[src/hw/qseq_pkg.sv]
// Constants and types shared by the divide sequencer design files.
package qseq_pkg;
    localparam int WORD_W = 18;
    localparam int REM_W = 20;
    // Leading four octal digits of the opcodes.
    localparam logic [11:0] OP_LONG_U = 12'hd03;
    localparam logic [11:0] OP_LONG_S = 12'hd23;
    localparam logic [11:0] OP_INT_U = 12'hd5b;
    localparam logic [11:0] OP_INT_S = 12'hd7b;
    localparam logic [11:0] OP_FRAC_U = 12'hd43;
    localparam logic [11:0] OP_FRAC_S = 12'hd63;
    localparam int OPC_LSB = 6;
    localparam int SIGNED_BIT = 11;
    localparam int COUNT_W = 6;
    // Register map, byte addresses.
    localparam logic [3:0] CTRL_OFS = 4'h0;
    localparam logic [3:0] IND_OFS = 4'h4;
    localparam logic [3:0] STATUS_OFS = 4'h8;
    localparam logic [1:0] CTRL_RESET = 2'h0;
    localparam logic [1:0] SEL_QUOT = 2'h0;
    localparam logic [1:0] SEL_COUNT = 2'h1;
    localparam logic [1:0] SEL_CTRL = 2'h2;
    localparam logic [1:0] RESP_OKAY = 2'h0;
    localparam logic [1:0] RESP_SLVERR = 2'h2;
    // Control word positions.
    localparam int IND_SETUP = 6;
    localparam int IND_PRODUCT = 7;
    localparam int IND_DIVIDE = 8;
    localparam int IND_SIGN = 13;
    localparam int IND_NEG = 14;
    localparam int IND_OVF = 15;
    localparam int IND_FULL = 16;
    localparam int IND_NOSHIFT = 17;

    typedef enum logic [7:0] {
        QSEQ_IDLE = 8'h01,
        QSEQ_PA = 8'h02,
        QSEQ_PB = 8'h04,
        QSEQ_PC = 8'h08,
        QSEQ_PD = 8'h10,
        QSEQ_PE = 8'h20,
        QSEQ_PR = 8'h40,
        QSEQ_PF = 8'h80
    } qseq_state_t;
endpackage

[src/hw/qseq_adder.sv]
// Partial remainder adder that adds or subtracts the divisor.
`timescale 1ns/10ps
module qseq_adder
    import qseq_pkg::*;
(
    input wire logic [REM_W-1:0] rem,
    input wire logic [WORD_W-1:0] operand,
    input wire logic subtract,
    output logic [REM_W-1:0] adder_output
);
    logic [REM_W-1:0] ext;

    // Subtraction is a two's complement add of the zero-extended divisor.
    always_comb
    begin
        ext = {{(REM_W-WORD_W){1'b0}}, operand};
        adder_output = subtract ? rem - ext : rem + ext;
    end
endmodule

[src/hw/qseq_axil.sv]
// AXI4-Lite slave holding the control register and status views.
`timescale 1ns/10ps
module qseq_axil
    import qseq_pkg::*;
(
    input wire logic clk,
    input wire logic srst,
    input wire logic [3:0] awaddr,
    input wire logic awvalid,
    output logic awready,
    input wire logic [31:0] wdata,
    input wire logic [3:0] wstrb,
    input wire logic wvalid,
    output logic wready,
    output logic [1:0] bresp,
    output logic bvalid,
    input wire logic bready,
    input wire logic [3:0] araddr,
    input wire logic arvalid,
    output logic arready,
    output logic [31:0] rdata,
    output logic [1:0] rresp,
    output logic rvalid,
    input wire logic rready,
    input wire logic [WORD_W-1:0] indicator,
    input wire logic [2:0] status,
    output logic [1:0] sel
);
    logic aw_reg, aw_next, w_reg, w_next, bv_reg, bv_next, rv_reg, rv_next;
    logic [3:0] wa_reg, wa_next;
    logic [1:0] wd_reg, wd_next, sel_reg, sel_next, br_reg, br_next;
    logic [1:0] rr_reg, rr_next;
    logic [31:0] rd_reg, rd_next;

    // Address and data are caught separately, so either may come first.
    always_comb
    begin
        aw_next = aw_reg;
        w_next = w_reg;
        wa_next = wa_reg;
        wd_next = wd_reg;
        bv_next = bv_reg;
        br_next = br_reg;
        sel_next = sel_reg;
        rv_next = rv_reg;
        rr_next = rr_reg;
        rd_next = rd_reg;
        if (awvalid && awready)
        begin
            aw_next = 1'b1;
            wa_next = awaddr;
        end
        if (wvalid && wready)
        begin
            w_next = 1'b1;
            wd_next = wstrb[0] ? wdata[1:0] : sel_reg;
        end
        if (aw_reg && w_reg)
        begin
            aw_next = 1'b0;
            w_next = 1'b0;
            bv_next = 1'b1;
            br_next = RESP_OKAY;
            if (wa_reg == CTRL_OFS)
                sel_next = wd_reg;
            else if (wa_reg != IND_OFS && wa_reg != STATUS_OFS)
                br_next = RESP_SLVERR;
        end
        if (bv_reg && bready)
            bv_next = 1'b0;
        if (arvalid && arready)
        begin
            rv_next = 1'b1;
            rr_next = RESP_OKAY;
            case (araddr)
                CTRL_OFS: rd_next = {30'h0, sel_reg};
                IND_OFS: rd_next = {14'h0, indicator};
                STATUS_OFS: rd_next = {29'h0, status};
                default:
                begin
                    rd_next = 32'h0;
                    rr_next = RESP_SLVERR;
                end
            endcase
        end
        else if (rv_reg && rready)
            rv_next = 1'b0;
    end

    always_ff @(posedge clk)
    begin
        if (srst)
        begin
            aw_reg <= 1'b0;
            w_reg <= 1'b0;
            wa_reg <= 4'h0;
            wd_reg <= 2'h0;
            bv_reg <= 1'b0;
            br_reg <= RESP_OKAY;
            sel_reg <= CTRL_RESET;
            rv_reg <= 1'b0;
            rr_reg <= RESP_OKAY;
            rd_reg <= 32'h0;
        end
        else
        begin
            aw_reg <= aw_next;
            w_reg <= w_next;
            wa_reg <= wa_next;
            wd_reg <= wd_next;
            bv_reg <= bv_next;
            br_reg <= br_next;
            sel_reg <= sel_next;
            rv_reg <= rv_next;
            rr_reg <= rr_next;
            rd_reg <= rd_next;
        end
    end

    // Each channel accepts again only once its response has drained.
    assign awready = !aw_reg && !bv_reg;
    assign wready = !w_reg && !bv_reg;
    assign bvalid = bv_reg;
    assign bresp = br_reg;
    assign arready = !rv_reg;
    assign rvalid = rv_reg;
    assign rresp = rr_reg;
    assign rdata = rd_reg;
    assign sel = sel_reg;
endmodule

[src/hw/qseq_top.sv]
// Divide sequencer: decode, preparation, divide loop and indicators.
`timescale 1ns/10ps
module qseq_top
    import qseq_pkg::*;
(
    input wire logic clk,
    input wire logic srst,
    input wire logic start,
    input wire logic [WORD_W-1:0] instr,
    input wire logic [WORD_W-1:0] acc_in,
    input wire logic [WORD_W-1:0] mq_in,
    input wire logic link_in,
    output logic mem_rd_req,
    input wire logic mem_rd_valid,
    input wire logic [WORD_W-1:0] mem_rd_data,
    output logic done,
    output logic busy,
    output logic [WORD_W-1:0] accumulator,
    output logic [WORD_W-1:0] multiplier_quotient_reg,
    output logic link_out,
    input wire logic [3:0] awaddr,
    input wire logic awvalid,
    output logic awready,
    input wire logic [31:0] wdata,
    input wire logic [3:0] wstrb,
    input wire logic wvalid,
    output logic wready,
    output logic [1:0] bresp,
    output logic bvalid,
    input wire logic bready,
    input wire logic [3:0] araddr,
    input wire logic arvalid,
    output logic arready,
    output logic [31:0] rdata,
    output logic [1:0] rresp,
    output logic rvalid,
    input wire logic rready
);
    qseq_state_t state_reg, state_next;
    logic [REM_W-1:0] rem_reg, rem_next, adder_output;
    logic [WORD_W-1:0] mq_reg, mq_next, memory_operand_reg, mo_next;
    logic [WORD_W-1:0] instr_reg, instr_next, ind_word, ctrl_word;
    logic [COUNT_W-1:0] step_counter, cnt_next;
    logic step_count_wrap, wrap_next, link_reg, link_next;
    logic sign_reg, sign_next, result_negate_flag, neg_next;
    logic ovf_reg, ovf_next, temp_reg, temp_next, first_reg, first_next;
    logic suppress_shift_state, noshift_next, done_reg, done_next;
    logic is_int, is_frac, is_signed, hit, q_bit;
    logic [11:0] opc;
    logic [1:0] sel;

    // Opcode decode; the step count sits in the low six bits.
    assign opc = instr[WORD_W-1:OPC_LSB];
    assign hit = (opc == OP_LONG_U) || (opc == OP_LONG_S)
        || (opc == OP_INT_U) || (opc == OP_INT_S)
        || (opc == OP_FRAC_U) || (opc == OP_FRAC_S);
    assign is_int = (instr_reg[WORD_W-1:OPC_LSB] == OP_INT_U)
        || (instr_reg[WORD_W-1:OPC_LSB] == OP_INT_S);
    assign is_frac = (instr_reg[WORD_W-1:OPC_LSB] == OP_FRAC_U)
        || (instr_reg[WORD_W-1:OPC_LSB] == OP_FRAC_S);
    assign is_signed = instr_reg[SIGNED_BIT];

    // The last-result bit picks add or subtract; the first step subtracts.
    qseq_adder u_adder (
        .rem(rem_reg),
        .operand(memory_operand_reg),
        .subtract((state_reg == QSEQ_PE) && !temp_reg),
        .adder_output(adder_output)
    );
    assign q_bit = !adder_output[REM_W-1];

    // Sequencer next-state and datapath next values.
    always_comb
    begin
        state_next = state_reg;
        rem_next = rem_reg;
        mq_next = mq_reg;
        mo_next = memory_operand_reg;
        instr_next = instr_reg;
        cnt_next = step_counter;
        wrap_next = step_count_wrap;
        link_next = link_reg;
        sign_next = sign_reg;
        neg_next = result_negate_flag;
        ovf_next = ovf_reg;
        temp_next = temp_reg;
        first_next = first_reg;
        noshift_next = suppress_shift_state;
        done_next = 1'b0;
        mem_rd_req = 1'b0;
        case (state_reg)
            QSEQ_IDLE:
            begin
                // A start that is not a divide is ignored.
                if (start && hit)
                begin
                    instr_next = instr;
                    rem_next = {2'b00, acc_in};
                    mq_next = mq_in;
                    link_next = link_in;
                    sign_next = 1'b0;
                    neg_next = 1'b0;
                    ovf_next = 1'b0;
                    noshift_next = 1'b0;
                    state_next = QSEQ_PA;
                end
            end
            QSEQ_PA:
            begin
                cnt_next = -instr_reg[COUNT_W-1:0];
                wrap_next = 1'b0;
                sign_next = is_signed && rem_reg[WORD_W-1];
                neg_next = is_signed && (link_reg != rem_reg[WORD_W-1]);
                // Integer divide keeps the raw dividend for phase B.
                if (is_signed && rem_reg[WORD_W-1] && !is_int)
                    rem_next = {2'b00, ~rem_reg[WORD_W-1:0]};
                state_next = QSEQ_PB;
            end
            QSEQ_PB:
            begin
                if (is_frac)
                    mq_next = '0;
                else if (is_int)
                    mq_next = sign_reg ? ~rem_reg[WORD_W-1:0]
                        : rem_reg[WORD_W-1:0];
                else if (sign_reg)
                    mq_next = ~mq_reg;
                state_next = QSEQ_PC;
            end
            QSEQ_PC:
            begin
                {wrap_next, cnt_next} = {1'b0, step_counter} + 7'h01;
                if (is_int)
                    rem_next = '0;
                state_next = QSEQ_PD;
            end
            QSEQ_PD:
            begin
                // Divisor comes from the next sequential word.
                mem_rd_req = 1'b1;
                if (mem_rd_valid)
                begin
                    mo_next = mem_rd_data;
                    first_next = 1'b1;
                    temp_next = 1'b0;
                    state_next = QSEQ_PE;
                end
            end
            QSEQ_PE:
            begin
                first_next = 1'b0;
                if (first_reg && q_bit)
                begin
                    // Divisor not above the accumulator half.
                    link_next = 1'b1;
                    ovf_next = 1'b1;
                    done_next = 1'b1;
                    state_next = QSEQ_IDLE;
                end
                else
                begin
                    temp_next = !q_bit;
                    link_next = adder_output[WORD_W-1];
                    mq_next = {mq_reg[WORD_W-2:0], q_bit};
                    if (step_count_wrap)
                    begin
                        rem_next = adder_output;
                        noshift_next = 1'b1;
                        // Only overflow may leave the link set, so the
                        // sign of the last unshifted sum never reaches it.
                        link_next = 1'b0;
                        state_next = q_bit ? QSEQ_PF : QSEQ_PR;
                    end
                    else
                    begin
                        rem_next = {adder_output[REM_W-2:0],
                            mq_reg[WORD_W-1]};
                        {wrap_next, cnt_next} = {1'b0, step_counter}
                            + 7'h01;
                    end
                end
            end
            QSEQ_PR:
            begin
                rem_next = adder_output;
                state_next = QSEQ_PF;
            end
            QSEQ_PF:
            begin
                if (result_negate_flag)
                    mq_next = ~mq_reg;
                if (sign_reg)
                    rem_next = {2'b00, ~rem_reg[WORD_W-1:0]};
                done_next = 1'b1;
                state_next = QSEQ_IDLE;
            end
            default:
                state_next = QSEQ_IDLE;
        endcase
    end

    always_ff @(posedge clk)
    begin
        if (srst)
        begin
            state_reg <= QSEQ_IDLE;
            rem_reg <= '0;
            mq_reg <= '0;
            memory_operand_reg <= '0;
            instr_reg <= '0;
            step_counter <= '0;
            step_count_wrap <= 1'b0;
            link_reg <= 1'b0;
            sign_reg <= 1'b0;
            result_negate_flag <= 1'b0;
            ovf_reg <= 1'b0;
            temp_reg <= 1'b0;
            first_reg <= 1'b0;
            suppress_shift_state <= 1'b0;
            done_reg <= 1'b0;
        end
        else
        begin
            state_reg <= state_next;
            rem_reg <= rem_next;
            mq_reg <= mq_next;
            memory_operand_reg <= mo_next;
            instr_reg <= instr_next;
            step_counter <= cnt_next;
            step_count_wrap <= wrap_next;
            link_reg <= link_next;
            sign_reg <= sign_next;
            result_negate_flag <= neg_next;
            ovf_reg <= ovf_next;
            temp_reg <= temp_next;
            first_reg <= first_next;
            suppress_shift_state <= noshift_next;
            done_reg <= done_next;
        end
    end

    // Indicator lamps are active low; idle decodes read as ones.
    always_comb
    begin
        ctrl_word = '1;
        ctrl_word[5:0] = ~{state_reg == QSEQ_PF, state_reg == QSEQ_PE,
            state_reg == QSEQ_PD, state_reg == QSEQ_PC,
            state_reg == QSEQ_PB, state_reg == QSEQ_PA};
        ctrl_word[IND_SETUP] = !(state_reg == QSEQ_PA
            || state_reg == QSEQ_PB || state_reg == QSEQ_PC
            || state_reg == QSEQ_PD);
        ctrl_word[IND_PRODUCT] = 1'b1;
        ctrl_word[IND_DIVIDE] = !busy;
        ctrl_word[IND_SIGN] = !sign_reg;
        ctrl_word[IND_NEG] = !result_negate_flag;
        ctrl_word[IND_OVF] = !ovf_reg;
        ctrl_word[IND_FULL] = !step_count_wrap;
        ctrl_word[IND_NOSHIFT] = !suppress_shift_state;
        case (sel)
            SEL_QUOT: ind_word = mq_reg;
            SEL_COUNT: ind_word = {11'h0, step_count_wrap, step_counter};
            SEL_CTRL: ind_word = ctrl_word;
            default: ind_word = '0;
        endcase
    end

    qseq_axil u_axil (
        .clk(clk),
        .srst(srst),
        .awaddr(awaddr),
        .awvalid(awvalid),
        .awready(awready),
        .wdata(wdata),
        .wstrb(wstrb),
        .wvalid(wvalid),
        .wready(wready),
        .bresp(bresp),
        .bvalid(bvalid),
        .bready(bready),
        .araddr(araddr),
        .arvalid(arvalid),
        .arready(arready),
        .rdata(rdata),
        .rresp(rresp),
        .rvalid(rvalid),
        .rready(rready),
        .indicator(ind_word),
        .status({ovf_reg, link_reg, busy}),
        .sel(sel)
    );

    // Results come straight from the datapath flip-flops.
    assign busy = (state_reg != QSEQ_IDLE);
    assign done = done_reg;
    assign accumulator = rem_reg[WORD_W-1:0];
    assign multiplier_quotient_reg = mq_reg;
    assign link_out = link_reg;
endmodule

[config.mk]
export PLATFORM = sky130hd
export DESIGN_NAME = qseq_top
export DESIGN_NICKNAME = d
export VERILOG_FILES = /design/src/hw/qseq_pkg.sv /design/src/hw/qseq_adder.sv /design/src/hw/qseq_axil.sv /design/src/hw/qseq_top.sv
export SDC_FILE = /design/constraint.sdc
export NUM_CORES = 1
export LEC_CHECK = 0
export BUFFER_PORTS_ARGS = -buffer_cell sky130_fd_sc_hd__buf_2
export CAP_MARGIN = 15
export CELL_PAD_IN_SITES_DETAIL_PLACEMENT = 1
export CELL_PAD_IN_SITES_GLOBAL_PLACEMENT = 2
export CORE_ASPECT_RATIO = 1.1
export CORE_MARGIN = 2
export CORE_UTILIZATION = 30
export DETAILED_ROUTE_END_ITERATION = 6
export GPL_ROUTABILITY_DRIVEN = 0
export MAX_ROUTING_LAYER = met4
export PLACE_DENSITY_LB_ADDON = 0.05
export SETUP_SLACK_MARGIN = 0.15
export SLEW_MARGIN = 20
export SYNTH_ARGS = -nofsm -noshare
export SYNTH_HDL_FRONTEND = slang
export SYNTH_SLANG_ARGS = --single-unit
[constraint.sdc]
create_clock -name clk -period 5.9 [get_ports clk]
set_input_delay 0.885 -clock clk [delete_from_list [all_inputs] [get_ports clk]]
set_output_delay 0.885 -clock clk [all_outputs]
set_load 0.02 [all_outputs]
# Yosys cells after proc, flatten, opt, wreduce, memory -nomap -nowiden
# Cells that the tools add are included.
[totals] register_bits=145 input_bits=126 output_inout_bits=81 elab_cells=192
[classes] addsub=4 n_eq_ne=38 muxes=56 n_bitwise=3 reduce_logical=66
[op_table] op="$mux W20" n=7
[op_table] op="$mux W18" n=7
[op_table] op="$eq A12 B12 Y1 const B" n=10
[op_table] op="$pmux W20 S6" n=1
[op_table] op="$pmux W18 S3" n=2
[op_table] op="$pmux W18 S4" n=1
[op_table] op="$pmux W8 S7" n=1
[op_table] op="$mux W8" n=5
[op_table] op="$not A18 Y18" n=2
[op_table] op="$add A20 B18 Y20" n=1
[op_table] op="$ne A2 B2 Y1 const B" n=10
[op_table] op="$sub A20 B18 Y20" n=1
[op_table] op="$pmux W6 S3" n=1
[op_table] op="$mux W1" n=16
[op_table] op="$pmux W1 S2" n=8
[op_table] op="$logic_and A1 B1 Y1" n=15
[op_table] op="$logic_not A1 Y1" n=14
[op_table] op="$reduce_and A2 Y1" n=7
[op_table] op="$mux W6" n=2
[op_table] op="$reduce_and A3 Y1" n=4
[op_table] op="$logic_or A1 B1 Y1" n=10
[op_table] op="$eq A8 B1 Y1 const B" n=1
[op_table] op="$eq A8 B2 Y1 const B" n=1
[op_table] op="$eq A8 B3 Y1 const B" n=1
[op_table] op="other kinds (30)" n=39

# Longest topological paths before layout
[logic_depth] ltp_word=9 ltp_mapped=16 ltp_nobuf=15

# Cells and area by module
# A second synthesis with hierarchy kept.
[unflattened] hier_cells=1076 area_unflattened_um2=8769.7
[by_module_without_submodules] module="qseq_top" instances=1 cells_each=739 area_per_inst_um2=6018.3
[by_module_without_submodules] module="qseq_axil" instances=1 cells_each=151 area_per_inst_um2=1437.6
[by_module_without_submodules] module="qseq_adder" instances=1 cells_each=186 area_per_inst_um2=1313.8

# Worst setup path after synthesis
# OpenSTA, ideal clock, no wires.
[synth_timing] path_kind="register -> register" start="reg state_reg[2]" end="reg rem_reg[17]" setup_ns=0.092 arrival_time_ns=4.031 slack_ns=1.776 path_stages_with_launch=15 path_buffers=1 period_less_slack_ns=4.124 path_cell_list="dfxtp_1 nor4_2 nand3_1 nor2_1 a21oi_1 xnor2_1 ha_1 a2111o_1 o21a_1 o211a_1 o2111a_1 or2_2 clkbuf_1 or4_1 o32ai_1"
[synth_via] elab_chain_cells=7 elab_cells_between_ends=20 cone_classes="eq/ne (11); mux (4); reduce/logical (5)"
[synth_lines] element="from (decl)" line_no="qseq_top.sv:39" source="qseq_state_t state_reg, state_next;"
[synth_lines] element="from (signal assigned)" line_no="qseq_top.sv:224" source="state_reg <= state_next;"
[synth_lines] element="$eq A8 B6 Y1" line_no="qseq_top.sv:67, qseq_top.sv:91"
[synth_lines] element="$logic_and A1 B1 Y1" line_no="qseq_top.sv:67" source=".subtract((state_reg == QSEQ_PE) && !temp_reg),"
[synth_lines] element="$mux W20" line_no="qseq_adder.sv:17" source="adder_output = subtract ? rem - ext : rem + ext;"
[synth_lines] element="$logic_not A1 Y1" line_no="qseq_top.sv:70" source="assign q_bit = !adder_output[REM_W-1];"
[synth_lines] element="$logic_and A1 B1 Y1" line_no="qseq_top.sv:152" source="if (first_reg && q_bit)"
[synth_lines] element="$ne A2 B2 Y1 (no source line)"
[synth_lines] element="$reduce_and A6 Y1 (no source line)"
[synth_lines] element="to (signal assigned)" line_no="qseq_top.sv:225" source="rem_reg <= rem_next;"
[synth_lines] element="to (decl)" line_no="qseq_top.sv:40" source="logic [REM_W-1:0] rem_reg, rem_next, adder_output;"
# Parallel ways exist; a longest one is shown, timed or not. The select of a mux whose other input is x is not followed.
# A chain may end at the register's enable or synchronous reset.

# Worst setup path after layout
[layout_timing] start="reg state_reg[2]" end="reg rem_reg[5]"
# The elaborated chain is that of the path after synthesis.

==> qor.csv <==
stage,metric,value,unit
run_status,outcome,"complete, no violations",
timing,rsz0062_at_grt,false,
power_and_ir_drop,power_leakage,4.02,nW
critical_path,critPathRequiredTime,6.21,ns
timing,finalMaxSlewViolations,0,
critical_path,critPathLaunchType,register,
clocking,cts_setup_buffers,0,
floorplanning,die_area,28600,um^2
critical_path,arrival,5.15,ns
clocking,cts_buffers,17,
worst_hold_path,hp-class,register to register,
synth,synthCells,1088,
clocking,post_cts_resized,0,
clocking,clock-sinks,129,
timing,fin_crit_sh,81.9,%
clocking,root_buffer,clkbuf_16,
synth,synth_area,8190,um^2
clocking,clk_pin_slew_worst_paths,0.06,ns
synth,postSynthAreaPerCell,7.53,um^2
clocking,clk_latency,0.42,ns
critical_path,worstPathMaxFanout,15,
placement,portBuffers,157,
layout,final_cells,1573,
drt,wl,29600,um
synth,synthFlopType,dfxtp_1,
clocking,cts_buffer_depth,2,
synth,yosysSeqAreaShare,31.5,%
drt,first_pass_iters,4,
synth,yosysMostFrequentCell,nor2_1,
synth,synthTopCellsByArea,"dfxtp_1, a21oi_1, nor2_1",
layout,final_layout_size_suffix_gt1_share,19.1,%
power_and_ir_drop,peakVddDrop,151,uV
synth,yosysWarnings,0,
clocking,cts_tree,built,
synth,synth_top_area_share,31.5,%
floorplanning,die_w,162,um
drt,final_antenna_net_count,0,
clocking,hold_buffers,0,
critical_path,crit_type,register to register,
floorplanning,initial_core_util,30.5,%
drt,drt_first_iter_violations,366,
layout,largest_register_ffs,20,
grt,antenna_found_initial,0,
grt,overflow,0,
timing,finalClockSkew,0.0143,ns
layout,nets,1351,
drt,drc,0,
critical_path,cp-end-kind,register,
synth,yosysTopAreaCell,dfxtp_1,
layout,syn2layout_area_growth,18.9,%
drt,num_vias,8168,
timing,finalCriticalPeriod,4.83,ns
floorplanning,io_pins,207,
grt,grt_pass1_wl,46500,um
synth,async_reset_ff_share,0,%
timing,setup_viol,0,
clocking,htreeDepth,4,
synth,synth_cell_type_count,66,
floorplanning,core_area,26900,um^2
timing,tns,0,ns
drt,via_per_inst,5.19,
floorplanning,die_h,177,um
drt,wl_per_cell,18.8,um
synth,ys_seq_elements,129,
grt,grt_pass1_vias,8190,
placement,place_inst,1540,
critical_path,ff2ff_setup_slack,1.07,ns
timing,worst_pin_slew,0.976,ns
grt,grt_usage,21.2,%
placement,dp_hpwl,22600,um
grt,grt_max_degree,84,
timing,final_hold_viol_count,0,
floorplanning,std_cell_rows,63,
synth,synth_edf_count,0,
power_and_ir_drop,pwr_density_cell,283,nW/um^2
timing,fmax,0.207,GHz
timing,slew_headroom,33.3,%
run,max-cap-violations,0,
synth,synthTopCellsByCount,"nor2_1, dfxtp_1, a21oi_1, nand2_1, o21ai_0",
worst max-delay path, stage by stage (launching register included):
cell and delay, ns:
dfxtp_1 0.41, nor4_2 0.56, nand3_1 0.13, buf_4 0.20, nor2_1 0.27, a21oi_1 0.09, xnor2_1 0.14, ha_1 0.34
a2111o_1 0.46, o21a_1 0.24, o211a_1 0.31, nor4_1 0.70, or2_2 0.41, nor2_2 0.18, a311oi_1 0.27
final timing paths:
kind | startpoint | to | cells after the start
setup / recovery | state_reg[2] | rem_reg[5] | 14
hold / removal | u_axil.rdata[7] | u_axil.rdata[7] | 2
setup reg to reg | state_reg[2] | rem_reg[5] | 14
hold reg to reg | u_axil.rdata[7] | u_axil.rdata[7] | 2
cell families (layout without fill, tap and decap cells):
logic type                 after synthesis  in the layout  share of synthesized area (%)
DFF                                    129            129                           31.5
xor gates and xnor gates                53             53                           5.76
other                                    1             17                         0.0458
muxes                                   32             32                           3.94
adders and majority gates               23             23                           3.61
AOI/OAI and AO/OA                      326            326                           24.5
buffers and inverters                  116            228                           7.06
and+or+nand+nor                        408            408                           23.5
cell type report:
| class | instances | area, um^2 |
|---|---|---|
| Clock buffer | 19 | 443 |
| Multi-Input combinational cell | 858 | 5100 |
| Sequential cell | 129 | 2580 |
| Tap cell | 357 | 447 |
| Inverter | 19 | 71.3 |
| Antenna cell | 1 | 2.50 |
| Clock inverter | 13 | 150 |
| Timing Repair Buffer | 177 | 938 |
| Fill cell | 3365 | 17100 |
metal layers:
layer | up-vias | wire length [um] | global-route usage [%] | share of wire [%]
li1 | 4091 | - | - | -
met1 | 3907 | 14500 | 28.0 | 49
met2 | 151 | 13800 | 35.0 | 47
met3 | 19 | 969 | 2.87 | 3.3
met4 | 0 | 325 | 4.09 | 1.1
met5 | - | 0 | - | 0
placed cells by master (no fill, tap or decap), types with 4 or more instances in the layout:
cell	n
buf_2	156
nor2_1	143
dfxtp_1	129
a21oi_1	121
nand2_1	119
o21ai_0	78
xor2_1	39
mux2i_1	30
a221oi_1	23
nand3_1	22
ha_1	22
nor3_1	21
buf_4	21
inv_1	19
clkbuf_16	17
conb_1	16
a211oi_1	15
a22oi_1	15
xnor2_1	13
nor2b_1	11
nand2b_1	10
and3_1	10
a31oi_1	9
and2_1	9
nor4_1	8
or2_2	8
or4_1	8
o22ai_1	8
or3_1	7
o41ai_1	6
nor3b_1	6
o211ai_1	6
a21o_1	6
nor4_2	5
nand4_1	5
o21a_1	5
inv_6	5
nand3b_1	4
nand4b_1	4
o221ai_1	4
metrics by stage:
step / power [mW] / hold slack [ns] / area, um^2 / worst slack, ns / util [%]
5_1_grt: 2.91 / 0.482 / 9730 / 0.571 / 36.2
6_report: 2.76 / 0.447 / 9730 / 1.07 / 36.2
3_5_place_dp: 1.69 / 0.445 / 9140 / 1.08 / 34.0
2_1_floorplan: 1.47 / 0.429 / 8250 / 1.78 / -
3_3_place_gp: 1.68 / 0.438 / 9140 / 1.14 / 34.0
4_1_cts: 2.79 / 0.453 / 9730 / 1.03 / 36.2
power by group:
part | switching [mW] | internal, mW | leakage, nW | total, mW
Combinational | 0.444 | 0.267 | 2.69 | 0.711
Clock | 0.443 | 0.642 | 0.285 | 1.08
Sequential | 0.0558 | 0.903 | 1.04 | 0.959
Note: power is estimated with default switching activity, not from simulation.
